==> config.mk <==
export PLATFORM = sky130hd
export DESIGN_NAME = obd_decoder
export DESIGN_NICKNAME = d
export VERILOG_FILES = /design/src/logic/obd_pkg.sv /design/src/logic/obd_decoder.sv /design/src/logic/obd_periph_match.sv /design/src/logic/obd_sync.sv
export SDC_FILE = /design/constraint.sdc
export NUM_CORES = 1
export LEC_CHECK = 0
export BUFFER_PORTS_ARGS = -buffer_cell sky130_fd_sc_hd__buf_2
export CAP_MARGIN = 20
export CORE_ASPECT_RATIO = 2
export CORE_UTILIZATION = 51
export DETAILED_ROUTE_END_ITERATION = 8
export GPL_TIMING_DRIVEN = 0
export PLACE_DENSITY = 0.81
export SETUP_SLACK_MARGIN = 0.1
export SYNTH_ARGS = -nofsm -noshare
export SYNTH_HDL_FRONTEND = slang
export SYNTH_HIERARCHICAL = 1
export SYNTH_SLANG_ARGS = --single-unit
==> constraint.sdc <==
create_clock -name clk -period 2.15 [get_ports clk]
set_input_delay 0.215 -clock clk [delete_from_list [all_inputs] [get_ports clk]]
set_output_delay 0.215 -clock clk [all_outputs]
set_load 0.05 [all_outputs]
==> src/logic/obd_pkg.sv <==
package obd_pkg;
  // Address space
  localparam int ADDR_W = 24;
  localparam logic [23:0] FLASH_LO = 24'h00_0000;
  localparam logic [23:0] FLASH_HI = 24'h02_FFFF;
  // Blocks 0..3 fill the lower half of segment 0, block 4 starts in segment 1
  localparam logic [23:0] FLASH_SEG0_HI = 24'h00_7FFF;
  localparam logic [23:0] FLASH_UP_LO = 24'h01_8000;
  localparam logic [23:0] FLASH_RSV_LO = 24'h03_0000;
  localparam logic [23:0] FLASH_RSV_HI = 24'h04_FFFF;
  localparam logic [23:0] TFLASH_LO = 24'h00_0000;
  localparam logic [23:0] TFLASH_HI = 24'h00_1FFF;
  localparam logic [23:0] LOW_EXT_RAM_AREA_LO = 24'h00_E000;
  localparam logic [23:0] LOW_EXT_RAM_AREA_HI = 24'h00_E7FF;
  localparam logic [23:0] HIGH_EXT_RAM_AREA_RST_BASE = 24'h09_0000;
  // High RAM decode: size of the mirror granule (16 KB)
  localparam int HIGH_EXT_RAM_AREA_DEC_BITS = 14;
  // Peripheral pages, 256 bytes each, selected by address bits 23:8
  localparam logic [15:0] PG_FIRST_CAN_CTRL = 16'h00EF;
  localparam logic [15:0] PG_SECOND_CAN_CTRL = 16'h00EE;
  localparam logic [15:0] PG_RTC = 16'h00ED;
  localparam logic [15:0] PG_PWM = 16'h00EC;
  localparam logic [15:0] PG_ASC = 16'h00E9;
  localparam logic [15:0] PG_SSC = 16'h00E8;
  localparam logic [15:0] PG_I2C = 16'h00EA;
  localparam logic [15:0] PG_MISC = 16'h00EB;
  // Enable bit positions
  localparam int SYS_PERIPH_EN_BIT = 2;
  localparam int PE_FIRST_CAN_CTRL = 0;
  localparam int PE_SECOND_CAN_CTRL = 1;
  localparam int PE_LOW_EXT_RAM_AREA = 2;
  localparam int PE_HIGH_EXT_RAM_AREA = 3;
  localparam int PE_RTC = 4;
  localparam int PE_PWM = 6;
  localparam int PE_ASC = 7;
  localparam int PE_SSC = 8;
  localparam int PE_I2C = 9;
  localparam int PE_MISC = 10;
  // Access timing, in CPU cycles, and segment address line counts
  localparam logic [1:0] WAIT_XRAM = 2'h0;
  localparam logic [1:0] WAIT_PERIPH = 2'h2;
  localparam logic [3:0] SEG_LINES_FULL = 4'h8;
  localparam logic [3:0] SEG_LINES_CAN = 4'h4;
  // Number of peripheral slots
  localparam int NPER = 8;
  // One-hot targets
  typedef enum logic [11:0] {
    TGT_EXT = 12'h001,
    TGT_FLASH = 12'h002,
    TGT_TFLASH = 12'h004,
    TGT_LOW_EXT_RAM_AREA = 12'h008,
    TGT_HIGH_EXT_RAM_AREA = 12'h010,
    TGT_PERIPH = 12'h020,
    TGT_RSV = 12'h040
  } obd_tgt_type;
endpackage

==> src/logic/obd_decoder.sv <==
`timescale 1ns/1ps
`default_nettype none
module obd_decoder #(
  parameter int NPER = obd_pkg::NPER
) (
  // Clock and reset
  input wire logic clk,
  input wire logic sys_rst,
  // Configuration
  input wire logic [15:0] system_config_reg,
  input wire logic [15:0] periph_enable_reg,
  input wire logic bootstrap_pin,
  input wire logic small_variant,
  input wire logic win_load,
  input wire logic [obd_pkg::ADDR_W-1:0] win_base,
  // CPU access
  input wire logic acc_req,
  input wire logic [obd_pkg::ADDR_W-1:0] acc_addr,
  input wire logic acc_byte,
  // Target selects
  output logic sel_ext,
  output logic sel_flash,
  output logic sel_tflash,
  output logic sel_low_ext_ram,
  output logic sel_high_ext_ram,
  output logic sel_rsv,
  output logic [NPER-1:0] sel_periph,
  output logic [obd_pkg::ADDR_W-1:0] tgt_addr,
  output logic acc_fault,
  // Bus characteristics
  output logic [1:0] wait_states,
  output logic tristate_wait,
  output logic bus_16bit,
  output logic [3:0] seg_lines,
  output logic [obd_pkg::ADDR_W-1:0] win_base_out
);
  ////////////////////////////////////////////////////////////////////
  // Bootstrap strap is a pin; synchronise before use
  logic boot_s;
  obd_sync u_boot (
    .clk(clk),
    .sys_rst(sys_rst),
    .din(bootstrap_pin),
    .dout(boot_s)
  );

  ////////////////////////////////////////////////////////////////////
  // High RAM window base
  logic [obd_pkg::ADDR_W-1:0] win_r;
  always_ff @(posedge clk) begin
    if (sys_rst) begin
      win_r <= obd_pkg::HIGH_EXT_RAM_AREA_RST_BASE;
    end else if (win_load) begin
      win_r <= win_base;
    end
  end

  ////////////////////////////////////////////////////////////////////
  // Decode
  logic global_periph_enable;
  logic low_ext_ram_enable;
  logic high_ext_ram_enable;
  logic first_can_enable;
  logic second_can_enable;
  logic [NPER-1:0] slot_en;
  logic [NPER*16-1:0] slot_page;
  logic [NPER-1:0] hit;
  logic [15:0] page;
  logic in_low, in_high, in_flash, in_frsv, in_tflash;
  obd_pkg::obd_tgt_type tgt;

  assign global_periph_enable = system_config_reg[obd_pkg::SYS_PERIPH_EN_BIT];
  assign low_ext_ram_enable = periph_enable_reg[obd_pkg::PE_LOW_EXT_RAM_AREA];
  assign high_ext_ram_enable = periph_enable_reg[obd_pkg::PE_HIGH_EXT_RAM_AREA];
  assign first_can_enable = periph_enable_reg[obd_pkg::PE_FIRST_CAN_CTRL];
  assign second_can_enable = periph_enable_reg[obd_pkg::PE_SECOND_CAN_CTRL];
  assign page = acc_addr[23:8];

  // Slot order: FIRST_CAN_CTRL, SECOND_CAN_CTRL, RTC, PWM, ASC, SSC, I2C, MISC
  assign slot_en = {periph_enable_reg[obd_pkg::PE_MISC],
                    periph_enable_reg[obd_pkg::PE_I2C],
                    periph_enable_reg[obd_pkg::PE_SSC],
                    periph_enable_reg[obd_pkg::PE_ASC],
                    periph_enable_reg[obd_pkg::PE_PWM],
                    periph_enable_reg[obd_pkg::PE_RTC],
                    second_can_enable,
                    first_can_enable};
  assign slot_page = {obd_pkg::PG_MISC, obd_pkg::PG_I2C, obd_pkg::PG_SSC,
                      obd_pkg::PG_ASC, obd_pkg::PG_PWM, obd_pkg::PG_RTC,
                      obd_pkg::PG_SECOND_CAN_CTRL, obd_pkg::PG_FIRST_CAN_CTRL};

  obd_periph_match #(
    .NPER(NPER)
  ) u_match (
    .page(page),
    .global_periph_enable(global_periph_enable),
    .slot_en(slot_en),
    .slot_page(slot_page),
    .hit(hit)
  );

  assign in_low = (acc_addr >= obd_pkg::LOW_EXT_RAM_AREA_LO) && (acc_addr <= obd_pkg::LOW_EXT_RAM_AREA_HI);
  // Only address bits above the 16 KB granule are decoded, so a smaller RAM
  // mirrors within it; the small part still answers over the whole granule
  assign in_high = (acc_addr[23:obd_pkg::HIGH_EXT_RAM_AREA_DEC_BITS] ==
                    win_r[23:obd_pkg::HIGH_EXT_RAM_AREA_DEC_BITS]);
  // Upper half of segment 0 stays free, else RAM and peripherals would be shadowed
  assign in_flash = (acc_addr <= obd_pkg::FLASH_SEG0_HI) ||
                    ((acc_addr >= obd_pkg::FLASH_UP_LO) &&
                     (acc_addr <= obd_pkg::FLASH_HI));
  assign in_frsv = (acc_addr >= obd_pkg::FLASH_RSV_LO) &&
                   (acc_addr <= obd_pkg::FLASH_RSV_HI);
  assign in_tflash = boot_s && (acc_addr <= obd_pkg::TFLASH_HI);

  // Priority: enabled internal region first, else external
  always_comb begin
    if (in_tflash) begin
      tgt = obd_pkg::TGT_TFLASH;
    end else if (in_flash) begin
      tgt = obd_pkg::TGT_FLASH;
    end else if (in_frsv) begin
      tgt = obd_pkg::TGT_RSV;
    end else if (in_low && global_periph_enable && low_ext_ram_enable) begin
      tgt = obd_pkg::TGT_LOW_EXT_RAM_AREA;
    end else if (in_high && global_periph_enable && high_ext_ram_enable) begin
      tgt = obd_pkg::TGT_HIGH_EXT_RAM_AREA;
    end else if (|hit) begin
      tgt = obd_pkg::TGT_PERIPH;
    end else begin
      tgt = obd_pkg::TGT_EXT;
    end
  end

  ////////////////////////////////////////////////////////////////////
  // Registered selects; one and only one is high per taken access
  always_ff @(posedge clk) begin
    if (sys_rst) begin
      sel_ext <= 1'b0;
      sel_flash <= 1'b0;
      sel_tflash <= 1'b0;
      sel_low_ext_ram <= 1'b0;
      sel_high_ext_ram <= 1'b0;
      sel_rsv <= 1'b0;
      sel_periph <= '0;
      tgt_addr <= '0;
    end else begin
      sel_ext <= acc_req && (tgt == obd_pkg::TGT_EXT);
      sel_flash <= acc_req && (tgt == obd_pkg::TGT_FLASH);
      sel_tflash <= acc_req && (tgt == obd_pkg::TGT_TFLASH);
      sel_low_ext_ram <= acc_req && (tgt == obd_pkg::TGT_LOW_EXT_RAM_AREA);
      sel_high_ext_ram <= acc_req && (tgt == obd_pkg::TGT_HIGH_EXT_RAM_AREA);
      sel_rsv <= acc_req && (tgt == obd_pkg::TGT_RSV);
      sel_periph <= (acc_req && (tgt == obd_pkg::TGT_PERIPH)) ? hit : '0;
      tgt_addr <= acc_addr;
    end
  end

  ////////////////////////////////////////////////////////////////////
  // Bus characteristics per region
  always_ff @(posedge clk) begin
    if (sys_rst) begin
      wait_states <= obd_pkg::WAIT_XRAM;
      tristate_wait <= 1'b0;
      bus_16bit <= 1'b0;
      acc_fault <= 1'b0;
    end else begin
      tristate_wait <= 1'b0;
      if (acc_req && (tgt == obd_pkg::TGT_PERIPH)) begin
        wait_states <= obd_pkg::WAIT_PERIPH;
        bus_16bit <= 1'b1;
        acc_fault <= acc_byte;
      end else if (acc_req && ((tgt == obd_pkg::TGT_LOW_EXT_RAM_AREA) ||
                               (tgt == obd_pkg::TGT_HIGH_EXT_RAM_AREA))) begin
        wait_states <= obd_pkg::WAIT_XRAM;
        bus_16bit <= 1'b1;
        acc_fault <= 1'b0;
      end else begin
        // External, flash and reserved accesses get fixed WAIT_XRAM timing with bus_16bit low
        wait_states <= obd_pkg::WAIT_XRAM;
        bus_16bit <= 1'b0;
        acc_fault <= 1'b0;
      end
    end
  end

  // CAN use limits the segment address lines on port 4
  always_ff @(posedge clk) begin
    if (sys_rst) begin
      seg_lines <= obd_pkg::SEG_LINES_FULL;
      win_base_out <= obd_pkg::HIGH_EXT_RAM_AREA_RST_BASE;
    end else begin
      seg_lines <= (global_periph_enable && (first_can_enable || second_can_enable))
                   ? obd_pkg::SEG_LINES_CAN : obd_pkg::SEG_LINES_FULL;
      win_base_out <= win_r;
    end
  end

  // The variant input only matters to RAM sizing outside this decoder
  logic unused_ok;
  assign unused_ok = small_variant;
endmodule
`default_nettype wire

==> src/logic/obd_periph_match.sv <==
`timescale 1ns/1ps
`default_nettype none
module obd_periph_match #(
  parameter int NPER = 8
) (
  // Access page
  input wire logic [15:0] page,
  // Enables
  input wire logic global_periph_enable,
  input wire logic [NPER-1:0] slot_en,
  input wire logic [NPER*16-1:0] slot_page,
  // Hits
  output logic [NPER-1:0] hit
);
  genvar g;
  generate
    for (g = 0; g < NPER; g++) begin : g_slot
      assign hit[g] = global_periph_enable && slot_en[g] &&
                      (page == slot_page[g*16 +: 16]);
    end
  endgenerate
endmodule
`default_nettype wire

==> src/logic/obd_sync.sv <==
`timescale 1ns/1ps
`default_nettype none
module obd_sync (
  // Clock and reset
  input wire logic clk,
  input wire logic sys_rst,
  // Level
  input wire logic din,
  output logic dout
);
  logic s1_r;
  always_ff @(posedge clk) begin
    if (sys_rst) begin
      s1_r <= 1'b0;
      dout <= 1'b0;
    end else begin
      s1_r <= din;
      dout <= s1_r;
    end
  end
endmodule
`default_nettype wire

# After elaboration in Yosys (flattened, before gate mapping)
# Index checks and enable logic that the tools add are counted.
# totals
inputBits	87
out_inout_bits	71
word_cells	89
reg_bits	96
mem_bits_ro	0
latch_bits	0
n_memories	0
mem_bits_rw	0
# op_classes
n_eq_ne	16
bitwise	1
order_cmp	8
n_addsub	0
n_reduce_logical	38
muxes	10
shift	0
n_mul	0
n_div	0
# ops
op	count
$eq 16x8->1 const B	8
$logic_and 1x1->1	33
$ge 24x16->1 const B	1
$ge 24x17->1 const B	1
$ge 24x18->1 const B	1
$le 24x13->1 const B	1
$le 24x15->1 const B	1
$le 24x16->1 const B	1
$le 24x18->1 const B	1
$le 24x19->1 const B	1
$mux 7	3
$mux 6	3
$eq 12x1->1 const B	1
$eq 12x2->1 const B	1
$eq 12x3->1 const B	1
$eq 12x4->1 const B	1
$eq 12x5->1 const B	1
$eq 12x6->1 const B	1
$eq 12x7->1 const B	1
$eq 10x10->1	1
$reduce_or 8->1	1
$mux 4	1
$logic_or 1x1->1	3
$mux 1	2
3 further kinds	3

# Longest topological paths before layout
# Gate-level depths: netlist of the first run.
# depth
ltp_word	14
ltp_mapped	9
ltp_nobuf	8

# Modules after synthesis
# Netlist of the first run, hierarchy kept.
# by_module_without_submodules
mod	cells_per_inst	seq_area_each_um2	area_per_inst_um2	n_inst
obd_decoder	265	1821.7	2964.1	1
obd_periph_match	193	0.0	1645.3	1
obd_sync	4	40.0	52.6	1

# Worst setup path after synthesis of the first run
# No wires, ideal clock.
# synth_path
path_type	register to register
from	reg win_r[23] (netlist name)
to	reg sel_ext
synth_period_minus_slack_ps	1750
t_required_ps	2016
setup_time_ps	134
setup_slack_ps	400
n_path_buf	1
arrival_time_ps	1615
path_stages_with_launch	7
cell_sequence	dfxtp_1 xor2_1 or4_4 nor3_2 and3b_1 buf_6 nor3b_1
# synth_via
elab_chain_cells	10
# synth_rtl
item	line_no	rtl
start, declared	obd_decoder.sv:49	logic [obd_pkg::ADDR_W-1:0] win_r;
start signal, assigned	obd_decoder.sv:52	win_r <= obd_pkg::HIGH_EXT_RAM_AREA_RST_BASE;
start signal, assigned	obd_decoder.sv:54	win_r <= win_base;
$eq 10x10->1	obd_decoder.sv:105	assign in_high = (acc_addr[23:obd_pkg::HIGH_EXT_RAM_AREA_DEC_BITS] ==
$logic_and 1x1->1 (2 in a row)	obd_decoder.sv:125	end else if (in_high && global_periph_enable && high_ext_ram_enable) begin
$mux 6	obd_decoder.sv:125	
$mux 6	obd_decoder.sv:123	end else if (in_low && global_periph_enable && low_ext_ram_enable) begin
$mux 7	obd_decoder.sv:121	end else if (in_frsv) begin
$mux 7	obd_decoder.sv:119	end else if (in_flash) begin
$mux 7	obd_decoder.sv:117	if (in_tflash) begin
$eq 12x1->1	obd_decoder.sv:147	sel_ext <= acc_req && (tgt == obd_pkg::TGT_EXT);
$logic_and 1x1->1	obd_decoder.sv:147	
end signal, assigned	obd_decoder.sv:147	
end, declared	obd_decoder.sv:21	output logic sel_ext,
# Every way passes these cells.
# A chain may end at the register's enable or synchronous reset.

# Worst setup path after layout of the first run
# Ends and elaborated chain as after synthesis.

==> results of run 1 <==
logic make-up after synthesis:
group	count (synthesis)
simple gates	162
flops	93
mux	24
other cells	2
xor+xnor	139
buf+inv	36
compound gates	6
registers in the layout, indices dropped and copies added (netlist names), 2 cells and up:
name and cells:
sel_periph 8, seg_lines 2, tgt_addr 24, win_r 24, win_base_out 24
cell usage after synthesis:
library cell / count
and2_1: 2
nor4_2: 7
xnor2_1: 111
nand3b_1: 2
nand3_1: 9
or4b_1: 1
or4_1: 8
nor3b_1: 1
nor2_1: 24
or2_2: 2
xor2_1: 28
conb_1: 2
nor2b_1: 49
nor3_2: 1
clkbuf_2: 1
buf_4: 5
inv_1: 2
nor3_1: 1
a21oi_1: 2
and3b_1: 1
nand4_1: 25
nand4b_1: 1
nor4_1: 7
clkbuf_1: 12
or3_1: 1
o21ai_1: 1
nand2b_1: 3
o2bb2ai_1: 1
o211ai_1: 2
and3_1: 2
nand2_1: 6
dfxtp_1: 93
or4_4: 1
buf_6: 16
and2_4: 8
mux2i_1: 24
final cells by class:
class,count,share of cell area [%]
clock buffers,9,3.62
repair buffers,129,10.4
flip-flops and latches,93,29.9
well taps,102,2.05
inverters,2,0.121
multi-input cells,463,48.5
clock inverters,7,1.13
plain buffers,34,4.31
per-stage QoR:
| stage | std cells | TNS, ns | util [%] | total power (W) |
|---|---|---|---|---|
| floorplan | 592 | 0 | - | 0.00250 |
| finish | 839 | 0 | 69.5 | 0.00424 |
| global placement | 823 | -0.0686 | 66.2 | 0.00268 |
| CTS | 839 | 0 | 69.5 | 0.00425 |
| detailed placement | 823 | -0.356 | 66.2 | 0.00271 |
| global route | 839 | 0 | 69.5 | 0.00439 |
cells in the final DEF (no fill, tap or decap), types with 3 or more instances in the layout:
master	netlist	final
buf_6	16	16
nor4_1	7	7
xor2_1	28	28
mux2i_1	24	24
and2_4	8	8
nor4_2	7	7
nand3_1	9	9
buf_2	0	129
nand4_1	25	25
clkinvlp_4	0	3
clkbuf_1	12	12
nor2_1	24	24
dfxtp_1	93	93
nor2b_1	49	49
or4_1	8	8
clkbuf_16	0	9
nand2_1	6	6
conb_1	2	132
xnor2_1	111	111
nand2b_1	3	3
buf_4	5	5
critical path, delay by kind of cell (launching register included):
family                    cells  cell delay, ns
and+or+nand+nor               4            1.16
DFF                           1            0.33
xor gates and xnor gates      1            0.16
buffers and inverters         1            0.15
power groups by stage:
stage / clock network (W) / logic, W / registers [W]
3_3_place_gp: 0 / 0.000825 / 0.00186
3_5_place_dp: 0 / 0.000851 / 0.00186
6_report: 0.00156 / 0.000857 / 0.00182
4_1_cts: 0.00158 / 0.000855 / 0.00182
5_1_grt: 0.00164 / 0.000922 / 0.00183
2_1_floorplan: 0 / 0.000490 / 0.00201
worst max-delay path by stage:
stage,end,slack (ns),depth (start not counted)
after global placement,bus_16bit,-0.03,10
after CTS,sel_ext,0.20,6
final,sel_ext,0.21,6
after floorplan,sel_ext,0.40,6
after detailed placement,bus_16bit,-0.12,10
after global routing,sel_ext,0.13,6
metal layers:
layer  up-vias  wire length, um
li1       1919                -
met1      1819             3920
met2       133             6850
met3        34              558
met4         0              654
met5         -                0
==> results.py, run 1 <==
metrics = {
    "outcome": {
        "outcome": "finished, final reports clean",
    },
    "cells_and_area": {
        "finalNetCount": 819,
        "drive_gt1_share_pct": 25.2,
        "design_area_um2": 6220,
        "areaGrowthSynthToFinish_pct": 33.4,
        "nFillCells": 707,
        "multi_input_area_um2": 3010,
        "seqCellArea_um2": 1860,
        "insertedDiodeCount": 0,
    },
    "synthesis": {
        "ys_seq_area_share_pct": 39.9,
        "synthAdderAreaFrac_pct": 0,
        "synth_xor_area_share_pct": 26.1,
        "synth_top_family_by_area": "XOR/XNOR gates",
        "yosys.area_share.simple_pct": 21.9,
        "synthDistinctLibCells": 36,
        "yosysTopAreaCell": "dfxtp_1",
        "synth_seq_cells": 93,
        "synthCells": 462,
        "yosysWarnings": 6,
        "syn_area_per_cell_um2": 10.1,
        "synth.top_cell.area_share_pct": 39.9,
        "yosys-top-cells-area": "dfxtp_1 (40%), xnor2_1 (21%), nor2b_1 (6.6%)",
        "syn-cell-area_um2": 4660,
        "synth.area.mux_share_pct": 5.15,
        "synth_compound_area_share_pct": 0.832,
    },
    "cts": {
        "path_clk_slew_ns": 0.07,
        "cts_hold_buffers": 0,
        "max-clock-path-buffers": 2,
        "cts_tree": "built",
        "clk-insertion-delay-late_ns": 0.34,
        "cts_root_buf": "clkbuf_16",
        "postCtsSetupBuffers": 0,
        "cts_resized": 0,
        "htree_levels": 3,
        "cts.sinks": 93,
        "cts_made_buffers": 9,
    },
    "global_routing": {
        "antenna_found_initial": 0,
        "grt_use_met3_pct": 5.34,
        "grt_pass1_vias": 4000,
        "use_met1_pct": 22.0,
        "grt_use_total_pct": 25.5,
        "gr-total-overflow": 0,
        "use_met2_pct": 50.3,
        "grt_max_degree": 19,
        "busiest_layer": "met2",
        "grt_pass1_wl_mm": 18.5,
    },
    "timing": {
        "worst_pin_slew_ns": 0.784,
        "rsz0062_at_grt": "false",
        "slew_headroom_pct": 47.7,
        "fin_ws_ns": 0.211,
        "fmax_mhz": 516,
        "fin_crit_sh_pct": 90.2,
        "setup_viol": 0,
        "whs_ns": 0.0656,
        "hold_viol": 0,
        "fin_crit_ns": 1.94,
        "skew_ns": 0.00669,
        "drv_slew": 0,
    },
    "critical_path": {
        "r2r-end": "sel_ext",
        "reg2reg_from": "win_r[23]",
        "reg2regPathDepth": 6,
        "worstSetupPathType": "flop to flop",
        "critPathMaxFanout": 10,
        "critPathMaxStageDelay_ns": 0.53,
        "end_kind": "flop",
        "cp_slowest_cell": "or4_4",
        "cp.arrival_ns": 2.13,
        "crit_chain": "xor2_1 > or4_4 > nor3_2 > and3b_1 > buf_6 > nor3b_1",
        "crit_required_ns": 2.35,
        "startpoint": "win_r[23]",
        "rrSetupSlack_ns": 0.21,
        "critPathLaunchType": "flop",
    },
    "power": {
        "cellPowerDensity_nw_per_um2": 681,
        "clkPwrFrac_pct": 36.7,
        "pwr-share-seq_pct": 43.0,
        "p_comb_share_pct": 20.2,
        "swShare_pct": 30.4,
        "p_leak_nw": 2.85,
        "peakVddDrop_mv": 0.604,
        "cell_internal_pwr_w": 0.00295,
        "p_switching_w": 0.00129,
    },
    "floorplan": {
        "pin_count": 158,
        "core_um2": 8950,
        "rows": 49,
        "start_util_pct": 52.1,
        "die_w_um": 69.6,
        "die_area_um2": 9550,
        "die_y_um": 137,
    },
    "routing": {
        "detail_route.wl_per_cell_um": 14.3,
        "dr.first_iter.drc_count": 109,
        "via_count": 3905,
        "drt_wl_total_mm": 12.0,
        "drc": 0,
        "ant_nets": 0,
        "viasPerCell": 4.65,
        "drt-pass1-iter-count": 6,
    },
    "hold_path": {
        "holdPathEnd": "u_boot/dout",
        "hold_depth": 2,
        "hold_class": "input pin to flop",
        "hold_start": "sys_rst",
    },
    "place": {
        "place_area_um2": 5920,
        "portBuffers": 129,
        "place.gp.congestion": 0.904,
        "dp_slack_ns": -0.118,
        "dp_hpwl_mm": 9.60,
    },
    "job": {
        "max_cap_viol_count": 0,
    },
}
Note: power is estimated with default switching activity, not from simulation.
==> run 2, diff against run 1 <==
Settings changed: CORE_UTILIZATION 51 to 46, PLACE_DENSITY 0.81 to 0.77, RECOVER_POWER from default to 50.
Clock period 2.15 ns to 1.6 ns, I/O delays scaled along.
==> results.py, run 2 (synthesized netlist as in run 1, its figures left out) <==
metrics = {
    "outcome": {
        "outcome": "complete, but fails checks",
        "violations": "negative setup slack",
    },
    "power": {
        "peakVddDrop_mv": 0.843,
        "pwr-share-seq_pct": 41.0,
        "p_switching_w": 0.00183,
        "p_comb_share_pct": 24.2,
        "cellPowerDensity_nw_per_um2": 828,
        "clkPwrFrac_pct": 34.8,
        "cell_internal_pwr_w": 0.00414,
        "swShare_pct": 30.7,
        "p_leak_nw": 3.37,
    },
    "timing": {
        "fin_crit_ns": 1.79,
        "hold_viol": 0,
        "worst_pin_slew_ns": 0.797,
        "skew_ns": 0.00761,
        "finalSetupTns_ns": -1.95,
        "fmax_mhz": 560,
        "rsz0062_at_grt": "true",
        "whs_ns": 0.0235,
        "setup_viol": 13,
        "drv_slew": 0,
        "fin_ws_ns": -0.186,
        "slew_headroom_pct": 46.8,
        "fin_crit_sh_pct": 112,
    },
    "place": {
        "placedCellCount": 853,
        "dp_hpwl_mm": 10.3,
        "place.gp.congestion": 0.839,
        "portBuffers": 129,
    },
    "routing": {
        "drc": 0,
        "drt_wl_total_mm": 13.6,
        "dr.first_iter.drc_count": 71,
        "ant_nets": 0,
        "viasPerCell": 4.57,
        "via_count": 4064,
        "detail_route.wl_per_cell_um": 15.2,
        "drt-pass1-iter-count": 5,
    },
    "critical_path": {
        "r2r-end": "sel_ext",
        "reg2regPathDepth": 6,
        "worstSetupPathType": "input pin to flop",
        "critPathLaunchType": "input pin",
        "rrSetupSlack_ns": -0.18,
        "critPathMaxFanout": 8,
        "crit_required_ns": 1.88,
        "cp.arrival_ns": 2.06,
        "reg2reg_from": "win_r[18]",
        "end_kind": "flop",
    },
    "floorplan": {
        "die_area_um2": 10600,
        "die_w_um": 73.2,
        "die_y_um": 144,
        "core_um2": 9760,
        "pin_count": 158,
        "rows": 51,
        "start_util_pct": 47.8,
    },
    "cts": {
        "cts_tree": "built",
        "clk-insertion-delay-late_ns": 0.34,
        "max-clock-path-buffers": 2,
        "cts_root_buf": "clkbuf_16",
        "htree_levels": 3,
        "cts.sinks": 93,
        "cts_made_buffers": 9,
        "path_clk_slew_ns": 0.07,
    },
    "cells_and_area": {
        "areaGrowthSynthToFinish_pct": 54.6,
        "layout_commonest_cell": "conb_1",
        "finalNonFillerCells": 889,
        "insertedDiodeCount": 0,
        "nFillCells": 732,
        "reg_top3": "tgt_addr (24), win_base_out (24), win_r (24)",
        "drive_gt1_share_pct": 35.5,
        "final_cell_mix": "conb_1 (132), buf_2 (101), dfxtp_1 (91)",
        "finalNetCount": 839,
    },
    "global_routing": {
        "grt_use_total_pct": 26.1,
        "grt_pass1_wl_mm": 20.1,
        "gr-total-overflow": 0,
        "grt_pass1_vias": 4248,
        "grt_max_degree": 19,
        "antenna_found_initial": 0,
    },
    "hold_path": {
        "hold_depth": 2,
        "holdPathEnd": "tgt_addr[1]",
        "hold_start": "acc_addr[1]",
        "hold_class": "input pin to flop",
    },
    "job": {
        "max_cap_viol_count": 0,
    },
}
-- run 2: cell count changes in the layout (fill, tap and decap cells not counted), sizes merged --
| cell | delta |
|---|---|
| buf | +2 |
| clkbuf | +18 |
| clkinv | +1 |
| clkinvlp | -1 |
-- run 2: what timing repair did --
item	4_1_cts	5_1_grt
resized for setup	16	50
pin swaps	7	20
hold buffers	0	0
endpoints found under the setup margin	14	13
setup buffers	4	16
-- run 2: metal layers --
layer	up-vias	global-route usage [%]	share of wire, %
li1	1966	-	-
met1	1906	21.6	30
met2	142	50.6	58
met3	50	6.13	5.4
met4	0	19.0	6.4
met5	-	0	0
-- run 2: power groups by stage --
stage / Combinational [W] / Sequential [W] / Clock [W]
2_1_floorplan: 0.000815 / 0.00271 / 0
3_3_place_gp: 0.00128 / 0.00250 / 0
3_5_place_dp: 0.00132 / 0.00250 / 0
4_1_cts: 0.00134 / 0.00245 / 0.00209
5_1_grt: 0.00153 / 0.00246 / 0.00220
6_report: 0.00144 / 0.00245 / 0.00208
-- run 2: stage by stage --
step	setup WS (ns)	power, W	utilization [%]	cell area (um2)
final	-0.186	0.00597	73.8	7210
after floorplan	-0.0664	0.00352	-	5660
after global routing	-0.235	0.00620	73.8	7210
after CTS	-0.178	0.00589	70.4	6880
after detailed placement	-0.607	0.00382	66.2	6470
after global placement	-0.625	0.00378	66.2	6470
-- run 2: how the worst max path moves through the flow --
stage,startpoint,to,slack (ns)
6_report,acc_addr[9],bus_16bit,-0.19
5_1_grt,acc_addr[9],bus_16bit,-0.24
3_5_place_dp,acc_addr[15],bus_16bit,-0.61
2_1_floorplan,win_r[18],sel_ext,-0.07
4_1_cts,win_r[22],sel_ext,-0.18
3_3_place_gp,acc_addr[15],bus_16bit,-0.62
-- run 2: worst max-delay path: stages --
cell	delay [ns]
buf_6	0.10
buf_12	0.15
xnor2_2	0.16
nand4_1	0.14
or4_4	0.58
nor4_4	0.28
nor4_2	0.10
nand2_2	0.12
o211ai_1	0.15
nand2b_1	0.11
-- run 2: cell type report --
class                           instances  area [um2]  share of cell area (%)
Multi-Input combinational cell        463        3650                    50.6
Tap cell                              132         165                    2.29
Sequential cell                        93        1860                    25.9
Timing Repair Buffer                  149         825                    11.4
Clock buffer                            9         225                    3.13
Buffer                                 34         403                    5.59
Inverter                                2        7.51                   0.104
Clock inverter                          7        68.8                   0.955
==> run 3, diff against run 2 <==
Settings changed: CELL_PAD_IN_SITES_DETAIL_PLACEMENT from default to 0, CELL_PAD_IN_SITES_GLOBAL_PLACEMENT from default to 1, CORE_UTILIZATION 46 to 34, GPL_ROUTABILITY_DRIVEN from default to 0, PLACE_DENSITY 0.77 to default, PLACE_DENSITY_LB_ADDON from default to 0.1, SKIP_CTS_REPAIR_TIMING from default to 1.
==> results.py, run 3 (synthesized netlist as in run 1, its figures left out) <==
metrics = {
    "outcome": {
        "outcome": "complete, but fails checks",
        "violations": "design-rule violations, negative setup slack",
    },
    "place": {
        "dp_slack_ns": -0.758,
        "portBuffers": 129,
        "dp_hpwl_mm": 10.6,
        "place_area_um2": 6500,
        "placedCellCount": 876,
    },
    "cells_and_area": {
        "insertedDiodeCount": 0,
        "areaGrowthSynthToFinish_pct": 51.8,
        "finalNonFillerCells": 903,
        "layout_commonest_cell": "conb_1",
        "design_area_um2": 7080,
        "drive_gt1_share_pct": 32.8,
        "reg_top3": "tgt_addr (24), win_base_out (24), win_r (24)",
        "fin_util_pct": 52.7,
        "final_cell_mix": "conb_1 (132), buf_2 (108), dfxtp_1 (91)",
        "finalNetCount": 831,
    },
    "power": {
        "finalPower_w": 0.00630,
        "peakVddDrop_mv": 1.02,
        "cellPowerDensity_nw_per_um2": 890,
        "p_leak_nw": 3.27,
    },
    "cts": {
        "clk-insertion-delay-late_ns": 0.34,
        "cts_tree": "built",
        "cts_made_buffers": 9,
        "cts_root_buf": "clkbuf_16",
        "path_clk_slew_ns": 0.07,
        "max-clock-path-buffers": 2,
        "cts.sinks": 93,
        "htree_levels": 3,
    },
    "floorplan": {
        "start_util_pct": 34.7,
        "pin_count": 158,
        "die_y_um": 168,
        "die_area_um2": 14200,
        "rows": 60,
        "die_w_um": 84.8,
        "core_um2": 13400,
    },
    "timing": {
        "worst_pin_slew_ns": 0.839,
        "skew_ns": 0.00681,
        "hold_viol": 0,
        "fmax_mhz": 551,
        "slew_headroom_pct": 44.0,
        "setup_viol": 12,
        "fin_crit_ns": 1.81,
        "drv_slew": 0,
        "rsz0062_at_grt": "true",
        "fin_crit_sh_pct": 113,
        "fin_ws_ns": -0.214,
    },
    "routing": {
        "detail_route.wl_per_cell_um": 14.7,
        "drt-pass1-iter-count": 8,
        "drt_wl_total_mm": 13.3,
        "via_count": 3865,
        "ant_nets": 0,
        "dr.first_iter.drc_count": 78,
        "drc": 4,
        "viasPerCell": 4.28,
    },
    "critical_path": {
        "cp.arrival_ns": 2.03,
        "cp_slowest_cell": "or4_4",
        "crit_required_ns": 1.82,
        "crit_chain": "xor2_1 > or4_4 > nor3_4 > and3b_2 > buf_6 > nor3b_1",
        "crit_buf_inv": 1,
        "critPathLaunchType": "flop",
        "critPathMaxFanout": 5,
        "critPathMaxStageDelay_ns": 0.52,
        "end_kind": "flop",
        "cpLargestDelayFamily": "simple AND/OR/NAND/NOR gates",
        "worstSetupPathType": "flop to flop",
    },
    "global_routing": {
        "grt_pass1_wl_mm": 20.6,
        "grt_use_total_pct": 19.7,
        "grt_max_degree": 17,
        "gr-total-overflow": 0,
        "antenna_found_initial": 0,
        "grt_pass1_vias": 3958,
    },
    "job": {
        "max_cap_viol_count": 0,
    },
    "hold_path": {
        "hold_class": "input pin to flop",
    },
}
## run 3: cell count changes in the layout (fill, tap and decap cells not counted), sizes merged
cell         change
clkinvlp         -1
bufinv           +3
clkbuf           +1
buf             -10
inv              -1
clkinv           -2
dlygate4sd3      +1
## run 3: stage by stage
stage | hold WS [ns] | setup TNS (ns)
after global routing | 0.0229 | -3.00
after floorplan | 0.232 | -0.612
after CTS | 0.000823 | -3.19
final | 0.0292 | -2.16
after detailed placement | 0.370 | -6.67
after global placement | 0.366 | -6.34
## run 3: per-layer routing
metal	global-route usage [%]	share of wire, %	vias to the layer above
met1	17.7	33	1808
li1	-	-	1952
met2	40.5	60	87
met5	0	0	-
met3	3.79	3.9	18
met4	8.77	3.2	0
## run 3: path summary, 6_finish.rpt
check                              startpoint          end  slack (ns)  cells after the start
worst min-delay path            bootstrap_pin  u_boot/s1_r        0.03                      2
worst max-delay path                win_r[18]      sel_ext       -0.21                      6
worst min register to register    u_boot/s1_r  u_boot/dout        0.45                      1
worst max register to register      win_r[18]      sel_ext       -0.21                      6
## run 3: layout make-up
class / instances / area, um2
multi-input combinational: 463 / 3550
tap: 155 / 194
inverter: 2 / 7.51
sequential: 93 / 1870
buffer: 34 / 385
clock inverter: 6 / 118
clock buffer: 9 / 225
timing repair buffer: 141 / 734
fill: 1248 / 6360
## run 3: where the power goes
group	internal [W]	leakage, nW	switching, W
Combinational	0.000587	2.34	0.000779
Sequential	0.00241	0.766	0.0000372
Clock	0.00154	0.164	0.000949
Total	0.00453	3.27	0.00176
